File: src/wdt_consts.svh
`ifndef WDT_CONSTS_SVH
`define WDT_CONSTS_SVH
`define OFF_START_TASK      12'h000
`define OFF_START_LINK      12'h080
`define OFF_TIMEOUT_FLAG    12'h100
`define OFF_TIMEOUT_LINK    12'h180
`define OFF_IRQ_EN_SET      12'h304
`define OFF_IRQ_EN_CLR      12'h308
`define OFF_IRQ_STATUS      12'h30C
`define OFF_RUN_STATE       12'h400
`define OFF_REQ_STATE       12'h404
`define OFF_RELOAD_VALUE    12'h504
`define OFF_RELOAD_REGISTER_ENABLES            12'h508
`define OFF_PAUSE_CFG       12'h50C
`define OFF_RR_BASE         12'h600
`define OFF_RR_LAST         12'h61C
`define RELOAD_MAGIC        32'h6E524635
`define RELOAD_VALUE_RESET  32'hFFFFFFFF
`define RELOAD_REGISTER_ENABLES_RESET          8'h01
`define PAUSE_CFG_RESET     2'h0
`define BIT_PAUSE_SLEEP     0
`define BIT_PAUSE_HALT      1
`define RESET_DELAY_TICKS   2'h2
`define RESP_OKAY           2'h0
`define RESP_SLVERR         2'h2
`endif

File: src/wdt_pkg.sv
package wdt_pkg;
    typedef struct packed {
        logic sleeping;
        logic halted;
    } cpu_state_type;
    typedef enum logic [2:0] {
        ST_IDLE    = 3'b001,
        ST_RUN     = 3'b010,
        ST_EXPIRED = 3'b100
    } wdt_state_type;
endpackage

File: src/lowfreq_countdown_watchdog.sv
`timescale 1ns/10ps
`default_nettype none
`include "wdt_consts.svh"
module lowfreq_countdown_watchdog
    import wdt_pkg::*;
#(
    parameter int NUM_RR = 8
) (
    input  wire logic        aclk,
    input  wire logic        aresetn,
    input  wire logic        lf_tick_pin,
    input  wire logic        cpu_sleeping_pin,
    input  wire logic        cpu_halted_pin,
    input  wire logic        other_lf_source_running,
    input  wire logic        start_trigger,
    input  wire logic [11:0] s_axi_awaddr,
    input  wire logic        s_axi_awvalid,
    output logic             s_axi_awready,
    input  wire logic [31:0] s_axi_wdata,
    input  wire logic [3:0]  s_axi_wstrb,
    input  wire logic        s_axi_wvalid,
    output logic             s_axi_wready,
    output logic [1:0]       s_axi_bresp,
    output logic             s_axi_bvalid,
    input  wire logic        s_axi_bready,
    input  wire logic [11:0] s_axi_araddr,
    input  wire logic        s_axi_arvalid,
    output logic             s_axi_arready,
    output logic [31:0]      s_axi_rdata,
    output logic [1:0]       s_axi_rresp,
    output logic             s_axi_rvalid,
    input  wire logic        s_axi_rready,
    output logic             irq,
    output logic             timeout_pulse,
    output logic             wdt_reset_req,
    output logic             force_rc_osc_on
);
    initial begin
        if (NUM_RR != 8) $error("NUM_RR must be 8");
    end

    logic [2:0]    tick_sync;
    cpu_state_type cpu_meta;
    cpu_state_type cpu_sync;
    wdt_state_type state;
    logic [31:0]   counter;
    logic [31:0]   reload_value;
    logic [7:0]    reload_register_enables;
    logic [1:0]    pause_cfg;
    logic [7:0]    rr_pending;
    logic          irq_enable;
    logic          timeout_flag;
    logic [1:0]    delay_cnt;
    logic [11:0]   aw_addr;
    logic [31:0]   w_data;
    logic          aw_held;
    logic          w_held;
    logic          lf_tick;
    logic          paused;
    logic          count_step;
    logic          wrap;
    logic          wr_fire;
    logic          wr_ok;
    logic          start_now;
    logic          cfg_open;
    logic          rr_hit;
    logic [2:0]    rr_idx;
    logic [7:0]    next_pending;
    logic          grant;
    logic          rd_ok;
    logic [31:0]   rd_word;
    logic [3:0]    s_axi_wstrb_q;

    always_ff @(posedge aclk) begin
        if (!aresetn) begin
            tick_sync <= 3'h0;
            cpu_meta  <= '0;
            cpu_sync  <= '0;
        end else begin
            tick_sync <= {tick_sync[1:0], lf_tick_pin};
            cpu_meta  <= {cpu_sleeping_pin, cpu_halted_pin};
            cpu_sync  <= cpu_meta;
        end
    end
    assign lf_tick = tick_sync[1] & ~tick_sync[2];

    // AXI write channel capture
    assign s_axi_awready = !aw_held && !s_axi_bvalid;
    assign s_axi_wready  = !w_held && !s_axi_bvalid;
    assign wr_fire       = aw_held && w_held && !s_axi_bvalid;
    assign wr_ok         = wr_fire && (s_axi_wstrb_q == 4'hF);

    always_ff @(posedge aclk) begin
        if (!aresetn) begin
            aw_held       <= 1'b0;
            w_held        <= 1'b0;
            aw_addr       <= 12'h000;
            w_data        <= 32'h0;
            s_axi_wstrb_q <= 4'h0;
            s_axi_bvalid  <= 1'b0;
            s_axi_bresp   <= `RESP_OKAY;
        end else begin
            if (s_axi_awvalid && s_axi_awready) begin
                aw_held <= 1'b1;
                aw_addr <= s_axi_awaddr;
            end
            if (s_axi_wvalid && s_axi_wready) begin
                w_held        <= 1'b1;
                w_data        <= s_axi_wdata;
                s_axi_wstrb_q <= s_axi_wstrb;
            end
            if (wr_fire) begin
                aw_held      <= 1'b0;
                w_held       <= 1'b0;
                s_axi_bvalid <= 1'b1;
                s_axi_bresp  <= wr_map_ok(aw_addr) ? `RESP_OKAY : `RESP_SLVERR;
            end else if (s_axi_bvalid && s_axi_bready) begin
                s_axi_bvalid <= 1'b0;
            end
        end
    end

    function automatic logic wr_map_ok(input logic [11:0] a);
        logic ok;
        ok = (a == `OFF_START_TASK) || (a == `OFF_START_LINK) || (a == `OFF_TIMEOUT_FLAG)
            || (a == `OFF_TIMEOUT_LINK) || (a == `OFF_IRQ_EN_SET) || (a == `OFF_IRQ_EN_CLR)
            || (a == `OFF_IRQ_STATUS) || (a == `OFF_RELOAD_VALUE) || (a == `OFF_RELOAD_REGISTER_ENABLES)
            || (a == `OFF_PAUSE_CFG)
            || (a >= `OFF_RR_BASE && a <= `OFF_RR_LAST && a[1:0] == 2'h0);
        return ok;
    endfunction

    assign start_now = (state == ST_IDLE) && (start_trigger
        || (wr_ok && aw_addr == `OFF_START_TASK && w_data[0]));
    assign cfg_open  = (state == ST_IDLE);
    assign rr_hit    = wr_ok && aw_addr >= `OFF_RR_BASE && aw_addr <= `OFF_RR_LAST;
    assign rr_idx    = aw_addr[4:2];

    // Configuration, locked once running
    always_ff @(posedge aclk) begin
        if (!aresetn) begin
            reload_value <= `RELOAD_VALUE_RESET;
            reload_register_enables         <= `RELOAD_REGISTER_ENABLES_RESET;
            pause_cfg    <= `PAUSE_CFG_RESET;
        end else if (wr_ok && cfg_open && !start_now) begin
            if (aw_addr == `OFF_RELOAD_VALUE) reload_value <= w_data;
            if (aw_addr == `OFF_RELOAD_REGISTER_ENABLES) reload_register_enables <= w_data[7:0];
            if (aw_addr == `OFF_PAUSE_CFG) pause_cfg <= w_data[1:0];
        end
    end

    always_comb begin
        next_pending = rr_pending;
        if (rr_hit && w_data == `RELOAD_MAGIC) begin
            next_pending[rr_idx] = 1'b0;
        end
    end
    assign grant = (state == ST_RUN) && (rr_pending != 8'h0) && (next_pending == 8'h0);

    assign paused = (pause_cfg[`BIT_PAUSE_SLEEP] && cpu_sync.sleeping)
        || (pause_cfg[`BIT_PAUSE_HALT] && cpu_sync.halted);
    assign count_step = (state == ST_RUN) && lf_tick && !paused;
    // Wrap after reload plus one ticks
    assign wrap = count_step && (counter == 32'h0) && !grant;

    always_ff @(posedge aclk) begin
        if (!aresetn) begin
            state      <= ST_IDLE;
            counter    <= 32'h0;
            rr_pending <= 8'h0;
            delay_cnt  <= 2'h0;
        end else begin
            case (state)
                ST_IDLE: begin
                    if (start_now) begin
                        state      <= ST_RUN;
                        counter    <= reload_value;
                        rr_pending <= reload_register_enables;
                    end
                end
                ST_RUN: begin
                    if (grant) begin
                        counter    <= reload_value;
                        rr_pending <= reload_register_enables;
                    end else if (wrap) begin
                        state     <= ST_EXPIRED;
                        delay_cnt <= irq_enable ? `RESET_DELAY_TICKS : 2'h0;
                    end else begin
                        rr_pending <= next_pending;
                        if (count_step) counter <= counter - 32'h1;
                    end
                end
                ST_EXPIRED: begin
                    if (lf_tick && delay_cnt != 2'h0) delay_cnt <= delay_cnt - 2'h1;
                end
                default: state <= ST_IDLE;
            endcase
        end
    end

    // Timeout flag and interrupt enable
    always_ff @(posedge aclk) begin
        if (!aresetn) begin
            timeout_flag  <= 1'b0;
            irq_enable    <= 1'b0;
            timeout_pulse <= 1'b0;
        end else begin
            timeout_pulse <= wrap;
            if (wrap) begin
                timeout_flag <= 1'b1;
            end else if (wr_ok && (aw_addr == `OFF_TIMEOUT_FLAG) && !w_data[0]) begin
                timeout_flag <= 1'b0;
            end else if (wr_ok && (aw_addr == `OFF_IRQ_STATUS) && w_data[0]) begin
                timeout_flag <= 1'b0;
            end
            if (wr_ok && aw_addr == `OFF_IRQ_EN_SET && w_data[0]) irq_enable <= 1'b1;
            if (wr_ok && aw_addr == `OFF_IRQ_EN_CLR && w_data[0]) irq_enable <= 1'b0;
        end
    end

    assign irq = timeout_flag && irq_enable;
    assign wdt_reset_req = (state == ST_EXPIRED) && (delay_cnt == 2'h0);
    assign force_rc_osc_on = (state != ST_IDLE) && !other_lf_source_running;

    // AXI read channel
    always_comb begin
        rd_ok   = 1'b1;
        rd_word = 32'h0;
        case (s_axi_araddr)
            `OFF_TIMEOUT_FLAG: rd_word = {31'h0, timeout_flag};
            `OFF_IRQ_EN_SET:   rd_word = {31'h0, irq_enable};
            `OFF_IRQ_EN_CLR:   rd_word = {31'h0, irq_enable};
            `OFF_IRQ_STATUS:   rd_word = {31'h0, timeout_flag};
            `OFF_RUN_STATE:    rd_word = {31'h0, state == ST_RUN};
            `OFF_REQ_STATE:    rd_word = {24'h0, rr_pending & reload_register_enables};
            `OFF_RELOAD_VALUE: rd_word = reload_value;
            `OFF_RELOAD_REGISTER_ENABLES:         rd_word = {24'h0, reload_register_enables};
            `OFF_PAUSE_CFG:    rd_word = {30'h0, pause_cfg};
            `OFF_START_TASK, `OFF_START_LINK, `OFF_TIMEOUT_LINK: rd_word = 32'h0;
            default: rd_ok = (s_axi_araddr >= `OFF_RR_BASE && s_axi_araddr <= `OFF_RR_LAST);
        endcase
    end

    assign s_axi_arready = !s_axi_rvalid;
    always_ff @(posedge aclk) begin
        if (!aresetn) begin
            s_axi_rvalid <= 1'b0;
            s_axi_rdata  <= 32'h0;
            s_axi_rresp  <= `RESP_OKAY;
        end else if (s_axi_arvalid && s_axi_arready) begin
            s_axi_rvalid <= 1'b1;
            s_axi_rdata  <= rd_word;
            s_axi_rresp  <= rd_ok ? `RESP_OKAY : `RESP_SLVERR;
        end else if (s_axi_rready) begin
            s_axi_rvalid <= 1'b0;
        end
    end

    a_start_loads: assert property (@(posedge aclk) disable iff (!aresetn)
        start_now |=> (state == ST_RUN) && (counter == $past(reload_value)))
        else $error("start did not load counter");
    a_grant_reload: assert property (@(posedge aclk) disable iff (!aresetn)
        grant |=> (counter == $past(reload_value)))
        else $error("grant did not reload");
    a_wrap_expire: assert property (@(posedge aclk) disable iff (!aresetn)
        wrap |=> (state == ST_EXPIRED) && timeout_flag && timeout_pulse)
        else $error("wrap did not expire");
    a_step_dec: assert property (@(posedge aclk) disable iff (!aresetn)
        (count_step && !grant && counter != 32'h0) |=> counter == $past(counter) - 32'h1)
        else $error("counter did not decrement");
    a_pause_hold: assert property (@(posedge aclk) disable iff (!aresetn)
        (state == ST_RUN && paused && !grant) |=> counter == $past(counter))
        else $error("counter moved while paused");
    a_cfg_lock: assert property (@(posedge aclk) disable iff (!aresetn)
        (state != ST_IDLE) |=> $stable(reload_value) && $stable(reload_register_enables) && $stable(pause_cfg))
        else $error("config changed while running");
    a_no_cancel: assert property (@(posedge aclk) disable iff (!aresetn)
        (state == ST_EXPIRED) |=> (state == ST_EXPIRED))
        else $error("pending reset cancelled");
    a_fast_reset: assert property (@(posedge aclk) disable iff (!aresetn)
        (wrap && !irq_enable) |=> wdt_reset_req)
        else $error("reset not raised");
    a_delay_reset: assert property (@(posedge aclk) disable iff (!aresetn)
        (wrap && irq_enable) |=> !wdt_reset_req)
        else $error("reset not delayed");
    a_bad_magic: assert property (@(posedge aclk) disable iff (!aresetn)
        (state == ST_RUN && rr_hit && w_data != `RELOAD_MAGIC && !wrap) |=>
        rr_pending == $past(rr_pending))
        else $error("bad magic changed pending");
    a_rc_force: assert property (@(posedge aclk) disable iff (!aresetn)
        (state == ST_RUN && !other_lf_source_running) |-> force_rc_osc_on)
        else $error("oscillator not forced");

    c_start: cover property (@(posedge aclk) start_now);
    c_grant: cover property (@(posedge aclk) grant);
    c_timeout: cover property (@(posedge aclk) wrap && irq_enable);
    c_reset: cover property (@(posedge aclk) wdt_reset_req);
endmodule // lowfreq_countdown_watchdog
`default_nettype wire

File: config.mk
export PLATFORM = sky130hd
export DESIGN_NAME = lowfreq_countdown_watchdog
export DESIGN_NICKNAME = d
export VERILOG_FILES = /design/src/wdt_pkg.sv /design/src/lowfreq_countdown_watchdog.sv
export VERILOG_INCLUDE_DIRS = /design/src
export SDC_FILE = /design/constraint.sdc
export NUM_CORES = 1
export LEC_CHECK = 0
export BUFFER_PORTS_ARGS = -buffer_cell sky130_fd_sc_hd__buf_2
export CAP_MARGIN = 20
export CORE_ASPECT_RATIO = 0.75
export CORE_MARGIN = 1
export CORE_UTILIZATION = 56
export CTS_BUF_LIST = sky130_fd_sc_hd__clkbuf_4
export CTS_CLUSTER_DIAMETER = 80
export DETAILED_ROUTE_END_ITERATION = 8
export PLACE_DENSITY = 0.83
export SKIP_CTS_REPAIR_TIMING = 1
export SYNTH_ARGS = -nofsm -noshare
export SYNTH_HDL_FRONTEND = slang
export SYNTH_SLANG_ARGS = --single-unit
File: constraint.sdc
create_clock -name aclk -period 6.6 [get_ports aclk]
set_clock_uncertainty 0.15 [all_clocks]
set_input_delay 0.33 -clock aclk [delete_from_list [all_inputs] [get_ports aclk]]
set_output_delay 0.33 -clock aclk [all_outputs]
set_load 0.01 [all_outputs]
==> Yosys cells after proc, flatten, opt, wreduce, memory -nomap -nowiden <==
Index checks and enable logic that the tools add are counted.
{ "totals": {"wordCells": 191, "in_bits": 72, "output_inout_bits": 45, "reg_bits": 185} }
{ "op_classes": {"n_reduce_logical": 87, "bitwise_logic": 7, "add_sub_neg": 2, "magnitude_cmp": 6, "n_eq_ne": 32, "mux": 32} }
{ "ops": {"columns": ["cell", "n"], "rows": [
  ["$pmux W32 S7", 1],
  ["$mux W32", 4],
  ["$eq A12 B11 Y1 const B", 8],
  ["$eq A12 B10 Y1 const B", 6],
  ["$pmux W32 S2", 1],
  ["$eq A12 B9 Y1 const B", 4],
  ["$logic_and A1 B1 Y1", 41],
  ["$eq A32 B31 Y1 const B", 1],
  ["$logic_not A32 Y1", 1],
  ["$mux W8", 4],
  ["$sub A32 B1 Y32 const B", 1],
  ["$eq A12 B8 Y1 const B", 2],
  ["$ge A12 B11 Y1 const B", 2],
  ["$le A12 B11 Y1 const B", 2],
  ["$logic_not A12 Y1", 2],
  ["$and A8 B8 Y8", 2],
  ["$pmux W8 S2", 1],
  ["$logic_or A1 B1 Y1", 12],
  ["$mux W2", 6],
  ["$reduce_and A4 Y1", 3],
  ["$reduce_or A12 Y1", 1],
  ["$reduce_bool A2 Y1", 5],
  ["$logic_not A1 Y1", 9],
  ["$mux W1", 9],
  ["24 further kinds", 38]
]} }

==> Logic depth before layout (Yosys ltp) <==
Gate-level depths: netlist (run 1).
{ "logic_depth": {"depth_word": 14, "depth_mapped": 12, "depth_no_buf": 10} }

==> Worst setup path after synthesis (run 1) <==
Ideal clock, no wire load.
{ "synth_timing": {"path_kind": "flip-flop to flip-flop", "startpoint": "reg aw_addr[6]", "endpoint": "reg counter[10]", "t_required_ns": 6.331, "t_arrival_ns": 2.410, "period_less_slack_ns": 2.678, "n_path_buf": 1, "setup_slack_ns": 3.922, "stages_incl_launch_ff": 10, "setup_ns": 0.119, "path_cell_list": "dfxtp_1 -> or4_4 -> nor4_2 -> nor4b_4 -> a21oi_2 -> nor3_4 -> and3_4 -> nor2_1 -> buf_6 -> o221a_1"} }
{ "synth_between": {"elab_chain_len": 11, "elab_cells_between_ends": 21, "classes_between": "2 x order compare; 3 x eq/ne; 3 x mux; 13 x reduce/logical"} }
{ "synth_lines": {"columns": ["item", "line", "text"], "rows": [
  ["start, declared", "lowfreq_countdown_watchdog.sv:54", "logic [11:0] aw_addr;"],
  ["start signal, assigned", "lowfreq_countdown_watchdog.sv:105", "aw_addr <= s_axi_awaddr;"],
  ["$ge A12 B11 Y1 (no source line)", null, null],
  ["$logic_and A1 B1 Y1 (no source line) (3 in a row)", null, null],
  ["$mux W8", "lowfreq_countdown_watchdog.sv:154", "if (rr_hit && w_data == `RELOAD_MAGIC) begin"],
  ["$logic_not A8 Y1", "lowfreq_countdown_watchdog.sv:158", "assign grant = (state == ST_RUN) && (rr_pending != 8'h0) && (next_pending == 8'h0);"],
  ["$logic_and A1 B1 Y1", "lowfreq_countdown_watchdog.sv:158", null],
  ["$logic_not A1 Y1", "lowfreq_countdown_watchdog.sv:164", "assign wrap = count_step && (counter == 32'h0) && !grant;"],
  ["$logic_and A1 B1 Y1", "lowfreq_countdown_watchdog.sv:164", null],
  ["$ne A3 B3 Y1 (no source line)", null, null],
  ["$reduce_and A4 Y1 (no source line)", null, null],
  ["end signal, assigned", "lowfreq_countdown_watchdog.sv:177", "counter <= reload_value;"],
  ["end signal, assigned", "lowfreq_countdown_watchdog.sv:183", "counter <= reload_value;"],
  ["end signal, assigned", "lowfreq_countdown_watchdog.sv:190", "if (count_step) counter <= counter - 32'h1;"],
  ["end, declared", "lowfreq_countdown_watchdog.sv:46", "logic [31:0] counter;"]
]} }
Several ways; a longest one is shown, not always the timed one.
A chain may end at the register's enable or synchronous reset.

==> Worst setup path after layout (run 1) <==
{ "layout_timing": {"startpoint": "reg aw_addr[6]", "endpoint": "reg counter[14]"} }
Same word-level chain as after synthesis.

==> impl_metrics.json, run 1 <==
{
  "status": "finished, final reports clean",
  "grt_setup_unrepaired": "false",
  "finalHoldViolCount": 0,
  "vias_per_cell": 5.946,
  "tns_ns": 0,
  "dieArea_sq_mm": 0.01545,
  "r2r_end": "counter[14]$_SDFFE_PN0P_",
  "drc": 0,
  "track_usage": 0.2974,
  "drt_wl_total_um": 24250,
  "grt_pass1_vias": 7048,
  "drive_gt1_frac": 0.1599,
  "crit_path_start": "aw_addr[6]$_SDFFE_PN0P_",
  "port_buffers": 114,
  "ys_seq_elements": 183,
  "max_freq_ghz": 0.2796,
  "synth_top_family_by_area": "simple AND/OR/NAND/NOR gates",
  "cp_slowest_stage_delay_ns": 0.56,
  "path_max_fanout": 41,
  "first_iter_violations": 987,
  "design.core.area_sq_mm": 0.01455,
  "async_flop_share": 0,
  "initial_core_util": 0.5754,
  "gr-total-overflow": 0,
  "cap_viol_max_count": 0,
  "p_leak_nw": 3.860,
  "holdCritPathClass": "input port to flop",
  "htreeDepth": 4,
  "place.gp.congestion": 0.9381,
  "synth_cell_types": 70,
  "p_total_mw": 2.318,
  "design.portCount": 117,
  "max_slew.worst_pin.slew_ns": 1.085,
  "dr.pass1.iters": 6,
  "cts-root-buf": "clkbuf_4",
  "fillers": 1210,
  "synth_mux_area_frac": 0.01913,
  "cts_tree": "done",
  "critical-path-slowest-cell": "or4_4",
  "post-route-period-util": 0.5419,
  "power_density_mw_per_mm2": 236.6,
  "max-slew-margin-rel": 0.2734,
  "synthesis.area_sq_mm": 0.008372,
  "die_w_um": 143.2,
  "required_ns": 6.92,
  "finalSetupViolCount": 0,
  "min_period_ns": 3.577,
  "synth_fa_ha_area_frac": 0.002989,
  "worst_r2r_path_depth": 9,
  "synth_ff_type": "dfxtp_1",
  "cts.sinks": 183,
  "multi_input_comb_area_sq_mm": 0.004337,
  "antenna_found_initial": 0,
  "r2r_slack_ns": 3.02,
  "avgSynthCellArea_sq_um": 7.868,
  "clk_latency_ns": 0.59,
  "path_clk_slew_ns": 0.17,
  "grt_pass1_wl_um": 35980,
  "endpoint_kind": "flop",
  "start_kind": "flop",
  "crit_end": "counter[14]$_SDFFE_PN0P_",
  "synth_area_leader_cell": "dfxtp_1",
  "die_h_um": 107.9,
  "final_core_util": 0.6733,
  "vias": 8330,
  "synth-seq-area-share": 0.4376,
  "postRouteAntennaNets": 0,
  "fp-row-count": 38,
  "r2r_start": "aw_addr[6]$_SDFFE_PN0P_",
  "netlist_instances": 1064,
  "synth_compound_area_frac": 0.2131,
  "final-seq-area_sq_mm": 0.003664,
  "peakVddDrop_uv": 131.0,
  "cts_made_buffers": 17,
  "synth_xor_area_frac": 0.002092,
  "yosys-top-cells-area": "dfxtp_1 44%, nand2_1 10%, a21oi_1 7.7%",
  "wire_per_inst_um": 17.31,
  "antenna_cells": 0,
  "synth-simple-area-share": 0.2783,
  "yosys_warnings": 0,
  "dp_hpwl_um": 15740,
  "syn_to_final_growth_pct": 17.01,
  "slew_viol_final": 0,
  "synth_top_area_frac": 0.4376,
  "path_class": "flop to flop",
  "worstPathArrival_ns": 3.89,
  "grt_max_degree": 70,
  "clk_path_buf_depth": 2,
  "nets": 1263,
  "synth_edf_count": 0,
  "crit_chain": "or4_4 -> nor4_2 -> nor4b_4 -> a21oi_2 -> nor3_4 -> and3_4 -> nor2_1 -> buf_4 -> o221a_1"
}
Yosys cell counts, drive strengths merged, types with 5 or more instances:
library cell and number:
dfxtp 183, nor2b 5, and2 11, nor4b 6, or2 9, a21oi 129, buf 13, or3 6
clkbuf 64, nor4 15, nand3 79, nor3b 6, nor2 60, inv 14, a31oi 14, a22oi 9
o21ai 60, nand2b 8, mux2i 16, o211ai 19, or4 7, o221a 19, nor3 24, nand2 224
flip-flops by register name, summed over array words and instances (netlist names), 4 cells and up:
register / flops
aw_addr: 12
counter: 32
reload_register_enables: 8
reload_value: 32
rr_pending: 8
s_axi_rdata: 32
s_axi_wstrb_q: 4
w_data: 32
through the flow:
step	setup WS (ns)	hold slack, ns	area (sq um)	std cells
finish	3.023	0.09126	9796	1401
global route	2.924	0.1064	9796	1401
CTS	3.111	-0.2413	9235	1345
detailed placement	3.158	0.2704	8972	1314
global placement	3.238	0.2644	8957	1313
floorplan	3.922	0.2619	8376	1065
layer usage:
layer / up-vias / global-route usage / part of all wire
li1: 4032 / - / -
met1: 3804 / 0.4541 / 0.45
met2: 444 / 0.4181 / 0.43
met3: 50 / 0.06139 / 0.10
met4: 0 / 0.07373 / 0.019
met5: - / 0 / 0
worst max-delay path: cells and delay by family, from the launching register on:
family	cells	cell delay, ns
simple gates	6	2.28
buf+inv	1	0.25
compound gates	2	0.38
flops	1	0.37
how the worst min path moves through the flow:
| stage | start | end | slack (ns) | cells past startpoint |
|---|---|---|---|---|
| after global routing | s_axi_araddr[9] | s_axi_rresp[1]$_SDFFE_PN0P_ | 0.11 | 4 |
| after CTS | s_axi_rready | s_axi_rvalid$_SDFFE_PN0P_ | -0.24 | 2 |
| after floorplan | cpu_meta[0]$_SDFF_PN0_ | cpu_sync[0]$_SDFF_PN0_ | 0.26 | 1 |
| final | s_axi_araddr[9] | s_axi_rresp[1]$_SDFFE_PN0P_ | 0.09 | 4 |
| after global placement | cpu_meta[1]$_SDFF_PN0_ | cpu_sync[1]$_SDFF_PN0_ | 0.26 | 1 |
| after detailed placement | cpu_meta[0]$_SDFF_PN0_ | cpu_sync[0]$_SDFF_PN0_ | 0.27 | 1 |
cells by family (layout without fill, tap and decap cells):
family	after synthesis	count (layout)
AO/OA/AOI/OAI	287	287
XOR/XNOR	2	2
adder cells (fa/ha/maj)	2	2
buffers and inverters	91	227
flip-flops	183	183
multiplexers	16	16
other	1	2
AND/OR/NAND/NOR	482	482
placed cells by master, fill, tap and decap left out, types with 4 or more instances in the layout:
cell / instances
or4_1: 6
and2_1: 11
a22oi_1: 9
dlygate4sd3_1: 56
nor4bb_1: 4
buf_4: 11
o211ai_1: 19
nand3_1: 79
nor3_1: 22
a31o_2: 4
o21ai_0: 59
nand2_1: 223
inv_1: 13
a21oi_1: 128
nor3b_1: 4
o221a_1: 19
buf_2: 114
nand2b_1: 8
nor4_1: 12
clkbuf_4: 17
nor2_1: 59
a31oi_1: 13
or2_2: 9
dfxtp_1: 183
nor2b_1: 5
mux2i_1: 16
or3_1: 6
inv_8: 5
power breakdown:
| part | internal [mW] | switching [mW] | leakage, nW | total [mW] |
|---|---|---|---|---|
| sequential | 1.18 | 0.0800 | 1.50 | 1.26 |
| clock | 0.165 | 0.421 | 0.139 | 0.586 |
| combinational | 0.196 | 0.279 | 2.23 | 0.475 |
| total | 1.54 | 0.780 | 3.86 | 2.32 |
cell type report:
cell class              instances  share of cell area
multi-input cells             791              0.4427
flip-flops and latches        183              0.3740
repair buffers                182              0.1254
well taps                     200             0.02555
clock inverters                14             0.01379
clock buffers                  17             0.01303
inverters                      14            0.005492
No activity file was read; power rests on OpenSTA's default activity.
==> run 2: changes to the inputs <==
==> constraint.sdc (replaced) <==
create_clock -name aclk -period 3.5 [get_ports aclk]
set_clock_uncertainty 0.15 [all_clocks]
set_input_delay 0.175 -clock aclk [delete_from_list [all_inputs] [get_ports aclk]]
set_output_delay 0.175 -clock aclk [all_outputs]
set_load 0.01 [all_outputs]
==> run 2 against run 1 <==
  * The flow now finishes with violations (design-rule violations, negative hold slack)
  * Power is 93% higher
  * Sequential share of layout area is 0.55 points lower
  * Critical path type unchanged
  * Final cell count is 1.2% higher
  * Sequential power is 87% higher
  * Critical endpoint unchanged
  * First-iteration DRC count is 4.8% lower
  * Die area stayed put
  * Clock-buffer cell count stayed put
  * Global-route usage is 0.98 points higher
  * Combinational power is 93% higher
==> impl_metrics.json, run 2 (same netlist as run 1, synthesis figures left out) <==
{
  "drive_gt1_frac": 0.1708,
  "r2r_end": "counter[14]$_SDFFE_PN0P_",
  "cts.sinks": 183,
  "first_iter_violations": 940,
  "dp_hpwl_um": 16400,
  "start_kind": "flop",
  "max_freq_ghz": 0.3083,
  "slew_viol_final": 0,
  "max_slew.worst_pin.slew_ns": 0.9817,
  "path_max_fanout": 24,
  "fp-row-count": 38,
  "place.gp.congestion": 0.9910,
  "antenna_found_initial": 0,
  "antenna_cells": 0,
  "finalSetupViolCount": 0,
  "clk_path_buf_depth": 2,
  "max-slew-margin-rel": 0.3425,
  "postRouteAntennaNets": 0,
  "grt_max_degree": 67,
  "endpoint_kind": "flop",
  "cts-root-buf": "clkbuf_4",
  "vias_per_cell": 6.042,
  "r2r_start": "aw_addr[6]$_SDFFE_PN0P_",
  "cap_viol_max_count": 0,
  "initial_core_util": 0.5754,
  "clk_latency_ns": 0.59,
  "path_class": "flop to flop",
  "htreeDepth": 4,
  "port_buffers": 114,
  "path_clk_slew_ns": 0.17,
  "finalHoldViolCount": 1,
  "p_leak_nw": 3.957,
  "dr.pass1.iters": 8,
  "violations": "design-rule violations, negative hold slack",
  "p_total_mw": 4.471,
  "grt_setup_unrepaired": "false",
  "worst_r2r_path_depth": 9,
  "required_ns": 3.83,
  "final_common_cell": "nand2_1",
  "design.core.area_sq_mm": 0.01455,
  "track_usage": 0.3073,
  "grt_pass1_vias": 7158,
  "worstPathArrival_ns": 3.57,
  "worstHoldPathCells": 4,
  "nets": 1280,
  "timing.hold.ws_ns": -0.01147,
  "final_core_util": 0.6834,
  "power_density_mw_per_mm2": 449.7,
  "final_cell_mix": "223 x nand2_1, 183 x dfxtp_1, 128 x a21oi_1",
  "die_h_um": 107.9,
  "peakVddDrop_uv": 302.9,
  "gr-total-overflow": 0,
  "design.portCount": 117,
  "min_period_ns": 3.243,
  "wire_per_inst_um": 17.81,
  "status": "finished with violations",
  "min_from": "s_axi_araddr[2]",
  "r2r_slack_ns": 0.26,
  "cts_made_buffers": 17,
  "dieArea_sq_mm": 0.01545,
  "syn_to_final_growth_pct": 18.76,
  "holdCritPathClass": "input port to flop",
  "drt_wl_total_um": 25250,
  "tns_ns": 0,
  "post-route-period-util": 0.9266,
  "cts_tree": "done",
  "drc": 2,
  "vias": 8567,
  "die_w_um": 143.2,
  "grt_pass1_wl_um": 36810,
  "min_to": "s_axi_rresp[1]$_SDFFE_PN0P_"
}
## run 2: cell types whose count changed in the layout (fill, tap and decap cells not counted)
cell           change
dlygate4sd3_1      +2
clkinvlp_4         -1
buf_4             +16
bufinv_16          +1
clkinv_4           -1
clkinv_1           -1
clkinv_2           +1
inv_8              -1
buf_8              -1
inv_6              +2
## run 2: power breakdown
group          leakage [nW]  switching (mW)  internal [mW]  total (mW)
Clock                 0.154           0.806          0.383        1.19
Combinational          2.31           0.531          0.386       0.917
Sequential             1.50           0.146           2.22        2.36
Total                  3.96            1.48           2.99        4.47
## run 2: final cells by class
| type | instances | area, sq um |
|---|---|---|
| tap | 200 | 250.2 |
| multi-input combinational | 791 | 4337 |
| fill | 1139 | 4607 |
| timing repair buffer | 199 | 1354 |
| clock inverter | 14 | 156.4 |
| inverter | 14 | 53.80 |
| clock buffer | 17 | 127.6 |
| sequential | 183 | 3664 |
## run 2: worst max-delay path by stage
stage | from | endpoint | slack (ns) | cells after the start
2_1_floorplan | aw_addr[6]$_SDFFE_PN0P_ | counter[14]$_SDFFE_PN0P_ | 0.82 | 9
3_3_place_gp | aw_addr[6]$_SDFFE_PN0P_ | counter[13]$_SDFFE_PN0P_ | 0.39 | 9
3_5_place_dp | aw_addr[6]$_SDFFE_PN0P_ | counter[14]$_SDFFE_PN0P_ | 0.35 | 9
4_1_cts | aw_addr[6]$_SDFFE_PN0P_ | counter[14]$_SDFFE_PN0P_ | 0.27 | 9
5_1_grt | aw_addr[6]$_SDFFE_PN0P_ | counter[1]$_SDFFE_PN0P_ | 0.09 | 9
6_report | aw_addr[6]$_SDFFE_PN0P_ | counter[14]$_SDFFE_PN0P_ | 0.26 | 9
## run 2: worst max-delay path, stage by stage, from the launching register on
cell	delay (ns)
dfxtp_1	0.36
or4_4	0.57
nor4_2	0.29
nor4b_4	0.45
a21oi_2	0.13
nor3_4	0.23
and3_4	0.37
nor2_1	0.09
buf_4	0.23
o221a_1	0.26
## run 2: metal layers
layer / up-vias / wire length [um] / global-route usage / part of all wire
li1: 4059 / - / - / -
met1: 4000 / 11020 / 0.4664 / 0.44
met2: 464 / 11020 / 0.4275 / 0.44
met3: 44 / 2694 / 0.07117 / 0.11
met4: 0 / 519 / 0.08065 / 0.021
met5: - / 0 / 0 / 0
## run 2: stage by stage
step / instances / instance area [sq um] / setup slack, ns
2_1_floorplan: 1065 / 8376 / 0.8218
3_3_place_gp: 1329 / 9077 / 0.3934
3_5_place_dp: 1329 / 9077 / 0.3471
4_1_cts: 1360 / 9361 / 0.2749
5_1_grt: 1418 / 9942 / 0.08786
6_report: 1418 / 9942 / 0.2567
==> run 3: changes to the inputs <==
--- a/config.mk
+++ b/config.mk
@@ -14,6 +14,7 @@
 export CTS_BUF_LIST = sky130_fd_sc_hd__clkbuf_4
 export CTS_CLUSTER_DIAMETER = 80
 export DETAILED_ROUTE_END_ITERATION = 8
+export MAX_ROUTING_LAYER = met4
 export PLACE_DENSITY = 0.83
 export SKIP_CTS_REPAIR_TIMING = 1
 export SYNTH_ARGS = -nofsm -noshare
==> run 3 against run 2 <==
  * The flow finishes with violations (negative hold slack)
  * First-iteration DRC count shrank 5.7%
  * Worst setup slack lost 0.029 ns
  * Sequential cell count is the same
  * Non-clock buffer count shrank 1
  * Maximum frequency shrank 0.90%
  * Routed wire length grew 0.51%
  * Critical path depth is the same
  * Clock power grew 4%
  * Hold slack lost 0.012 ns
  * Sequential power is essentially flat
  * Largest cell class unchanged
  * Critical endpoint is now counter[30]$_SDFFE_PN0P_
  * Core utilization grew 0.37 points
==> impl_metrics.json, run 3 (same netlist as run 1, synthesis figures left out) <==
{
  "max_slew.worst_pin.slew_ns": 0.9303,
  "track_usage": 0.3220,
  "clk_latency_ns": 0.61,
  "endpoint_kind": "flop",
  "max_freq_ghz": 0.3056,
  "required_ns": 3.86,
  "r2r_end": "counter[30]$_SDFFE_PN0P_",
  "finalHoldViolCount": 1,
  "path_class": "flop to flop",
  "design.core.area_sq_mm": 0.01455,
  "final_common_cell": "nand2_1",
  "place_inst": 1329,
  "wire_per_inst_um": 17.87,
  "r2r_slack_ns": 0.23,
  "drt_wl_total_um": 25380,
  "first_iter_violations": 886,
  "cts_tree": "done",
  "dp_hpwl_um": 16520,
  "routed-wl-met3_um": 2759,
  "dp_slack_ns": 0.3262,
  "status": "finished with violations",
  "switching_power_mw": 1.518,
  "cts-root-buf": "clkbuf_4",
  "top_layer_used": "met4",
  "initial_core_util": 0.5754,
  "die_w_um": 143.2,
  "max-slew-margin-rel": 0.3798,
  "p_sw_frac": 0.3350,
  "place.gp.congestion": 1.004,
  "final_core_util": 0.6870,
  "htreeDepth": 4,
  "grt_setup_unrepaired": "false",
  "timing.hold.ws_ns": -0.02392,
  "finalInstanceArea_sq_mm": 0.009996,
  "drc": 0,
  "worstPathArrival_ns": 3.63,
  "vias_per_cell": 6.013,
  "die_h_um": 107.9,
  "power_density_mw_per_mm2": 453.4,
  "cts.sinks": 183,
  "fp-row-count": 38,
  "nets": 1279,
  "min_period_ns": 3.273,
  "worst_r2r_path_depth": 9,
  "power.share.sequential": 0.523,
  "postRouteAntennaNets": 0,
  "start_kind": "flop",
  "final_cell_mix": "223 x nand2_1, 183 x dfxtp_1, 128 x a21oi_1",
  "pwr-share-comb": 0.203,
  "post-route-period-util": 0.9350,
  "path_max_fanout": 25,
  "wl_met1_um": 11020,
  "vias": 8539,
  "slew_viol_final": 0,
  "antenna_found_initial": 2,
  "min_to": "s_axi_rresp[1]$_SDFFE_PN0P_",
  "dieArea_sq_mm": 0.01545,
  "p_leak_nw": 3.967,
  "clockPowerShare": 0.274,
  "finalSetupViolCount": 0,
  "placedInstanceArea_sq_mm": 0.009102,
  "design.portCount": 117,
  "r2r_start": "aw_addr[6]$_SDFFE_PN0P_",
  "min_from": "s_axi_araddr[2]",
  "peakVddDrop_uv": 283.8,
  "cap_viol_max_count": 0,
  "wl_met2_um": 10910,
  "path_clk_slew_ns": 0.17,
  "grt_pass1_vias": 7075,
  "violations": "negative hold slack",
  "syn_to_final_growth_pct": 19.40,
  "final_cells": 1420,
  "port_buffers": 114,
  "gr-total-overflow": 0,
  "tns_ns": 0,
  "grt_pass1_wl_um": 37280,
  "clk_path_buf_depth": 2,
  "fin_ws_ns": 0.2274,
  "cts_made_buffers": 17,
  "internal-power_mw": 3.014,
  "worstHoldPathCells": 4,
  "dr.pass1.iters": 8,
  "holdCritPathClass": "input port to flop",
  "grt_max_degree": 67,
  "p_total_mw": 4.532,
  "drive_gt1_frac": 0.1716
}
==> run 3: power groups by stage <==
stage	Clock (mW)	Sequential, mW	Combinational, mW
after global placement	0	2.40	0.821
after detailed placement	0	2.41	0.840
after floorplan	0	2.36	0.630
after CTS	1.25	2.36	0.845
after global routing	1.35	2.39	1.01
final	1.24	2.37	0.921
==> run 3: final cells by class <==
type / instances / area, sq um
Clock inverter: 15 / 190.2
Sequential cell: 183 / 3664
Fill cell: 1207 / 4553
Inverter: 14 / 53.80
Multi-Input combinational cell: 791 / 4337
Tap cell: 200 / 250.2
Antenna cell: 2 / 5.005
Timing Repair Buffer: 198 / 1369
Clock buffer: 17 / 127.6
==> run 3: layer usage <==
metal  track usage  vias to the layer above
met2        0.4282                      446
met3       0.08141                       58
met1        0.4727                     3969
met5             -                        -
met4       0.08909                        0
li1              -                     4066
==> run 3: critical path, stage by stage (launching register included) <==
cell	delay, ns
dfxtp_1	0.37
or4_4	0.57
nor4_2	0.30
nor4b_4	0.44
a21oi_2	0.13
nor3_4	0.23
and3_4	0.40
nor2_1	0.09
buf_4	0.22
o221a_1	0.26
==> run 3: worst max path at each step <==
stage / start / to / slack, ns / cells past startpoint
finish: aw_addr[6]$_SDFFE_PN0P_ / counter[30]$_SDFFE_PN0P_ / 0.23 / 9
global route: aw_addr[6]$_SDFFE_PN0P_ / counter[11]$_SDFFE_PN0P_ / 0.04 / 9
CTS: aw_addr[6]$_SDFFE_PN0P_ / counter[8]$_SDFFE_PN0P_ / 0.25 / 9
detailed placement: aw_addr[6]$_SDFFE_PN0P_ / counter[15]$_SDFFE_PN0P_ / 0.33 / 9
global placement: aw_addr[6]$_SDFFE_PN0P_ / counter[26]$_SDFFE_PN0P_ / 0.37 / 9
floorplan: aw_addr[6]$_SDFFE_PN0P_ / counter[14]$_SDFFE_PN0P_ / 0.82 / 9
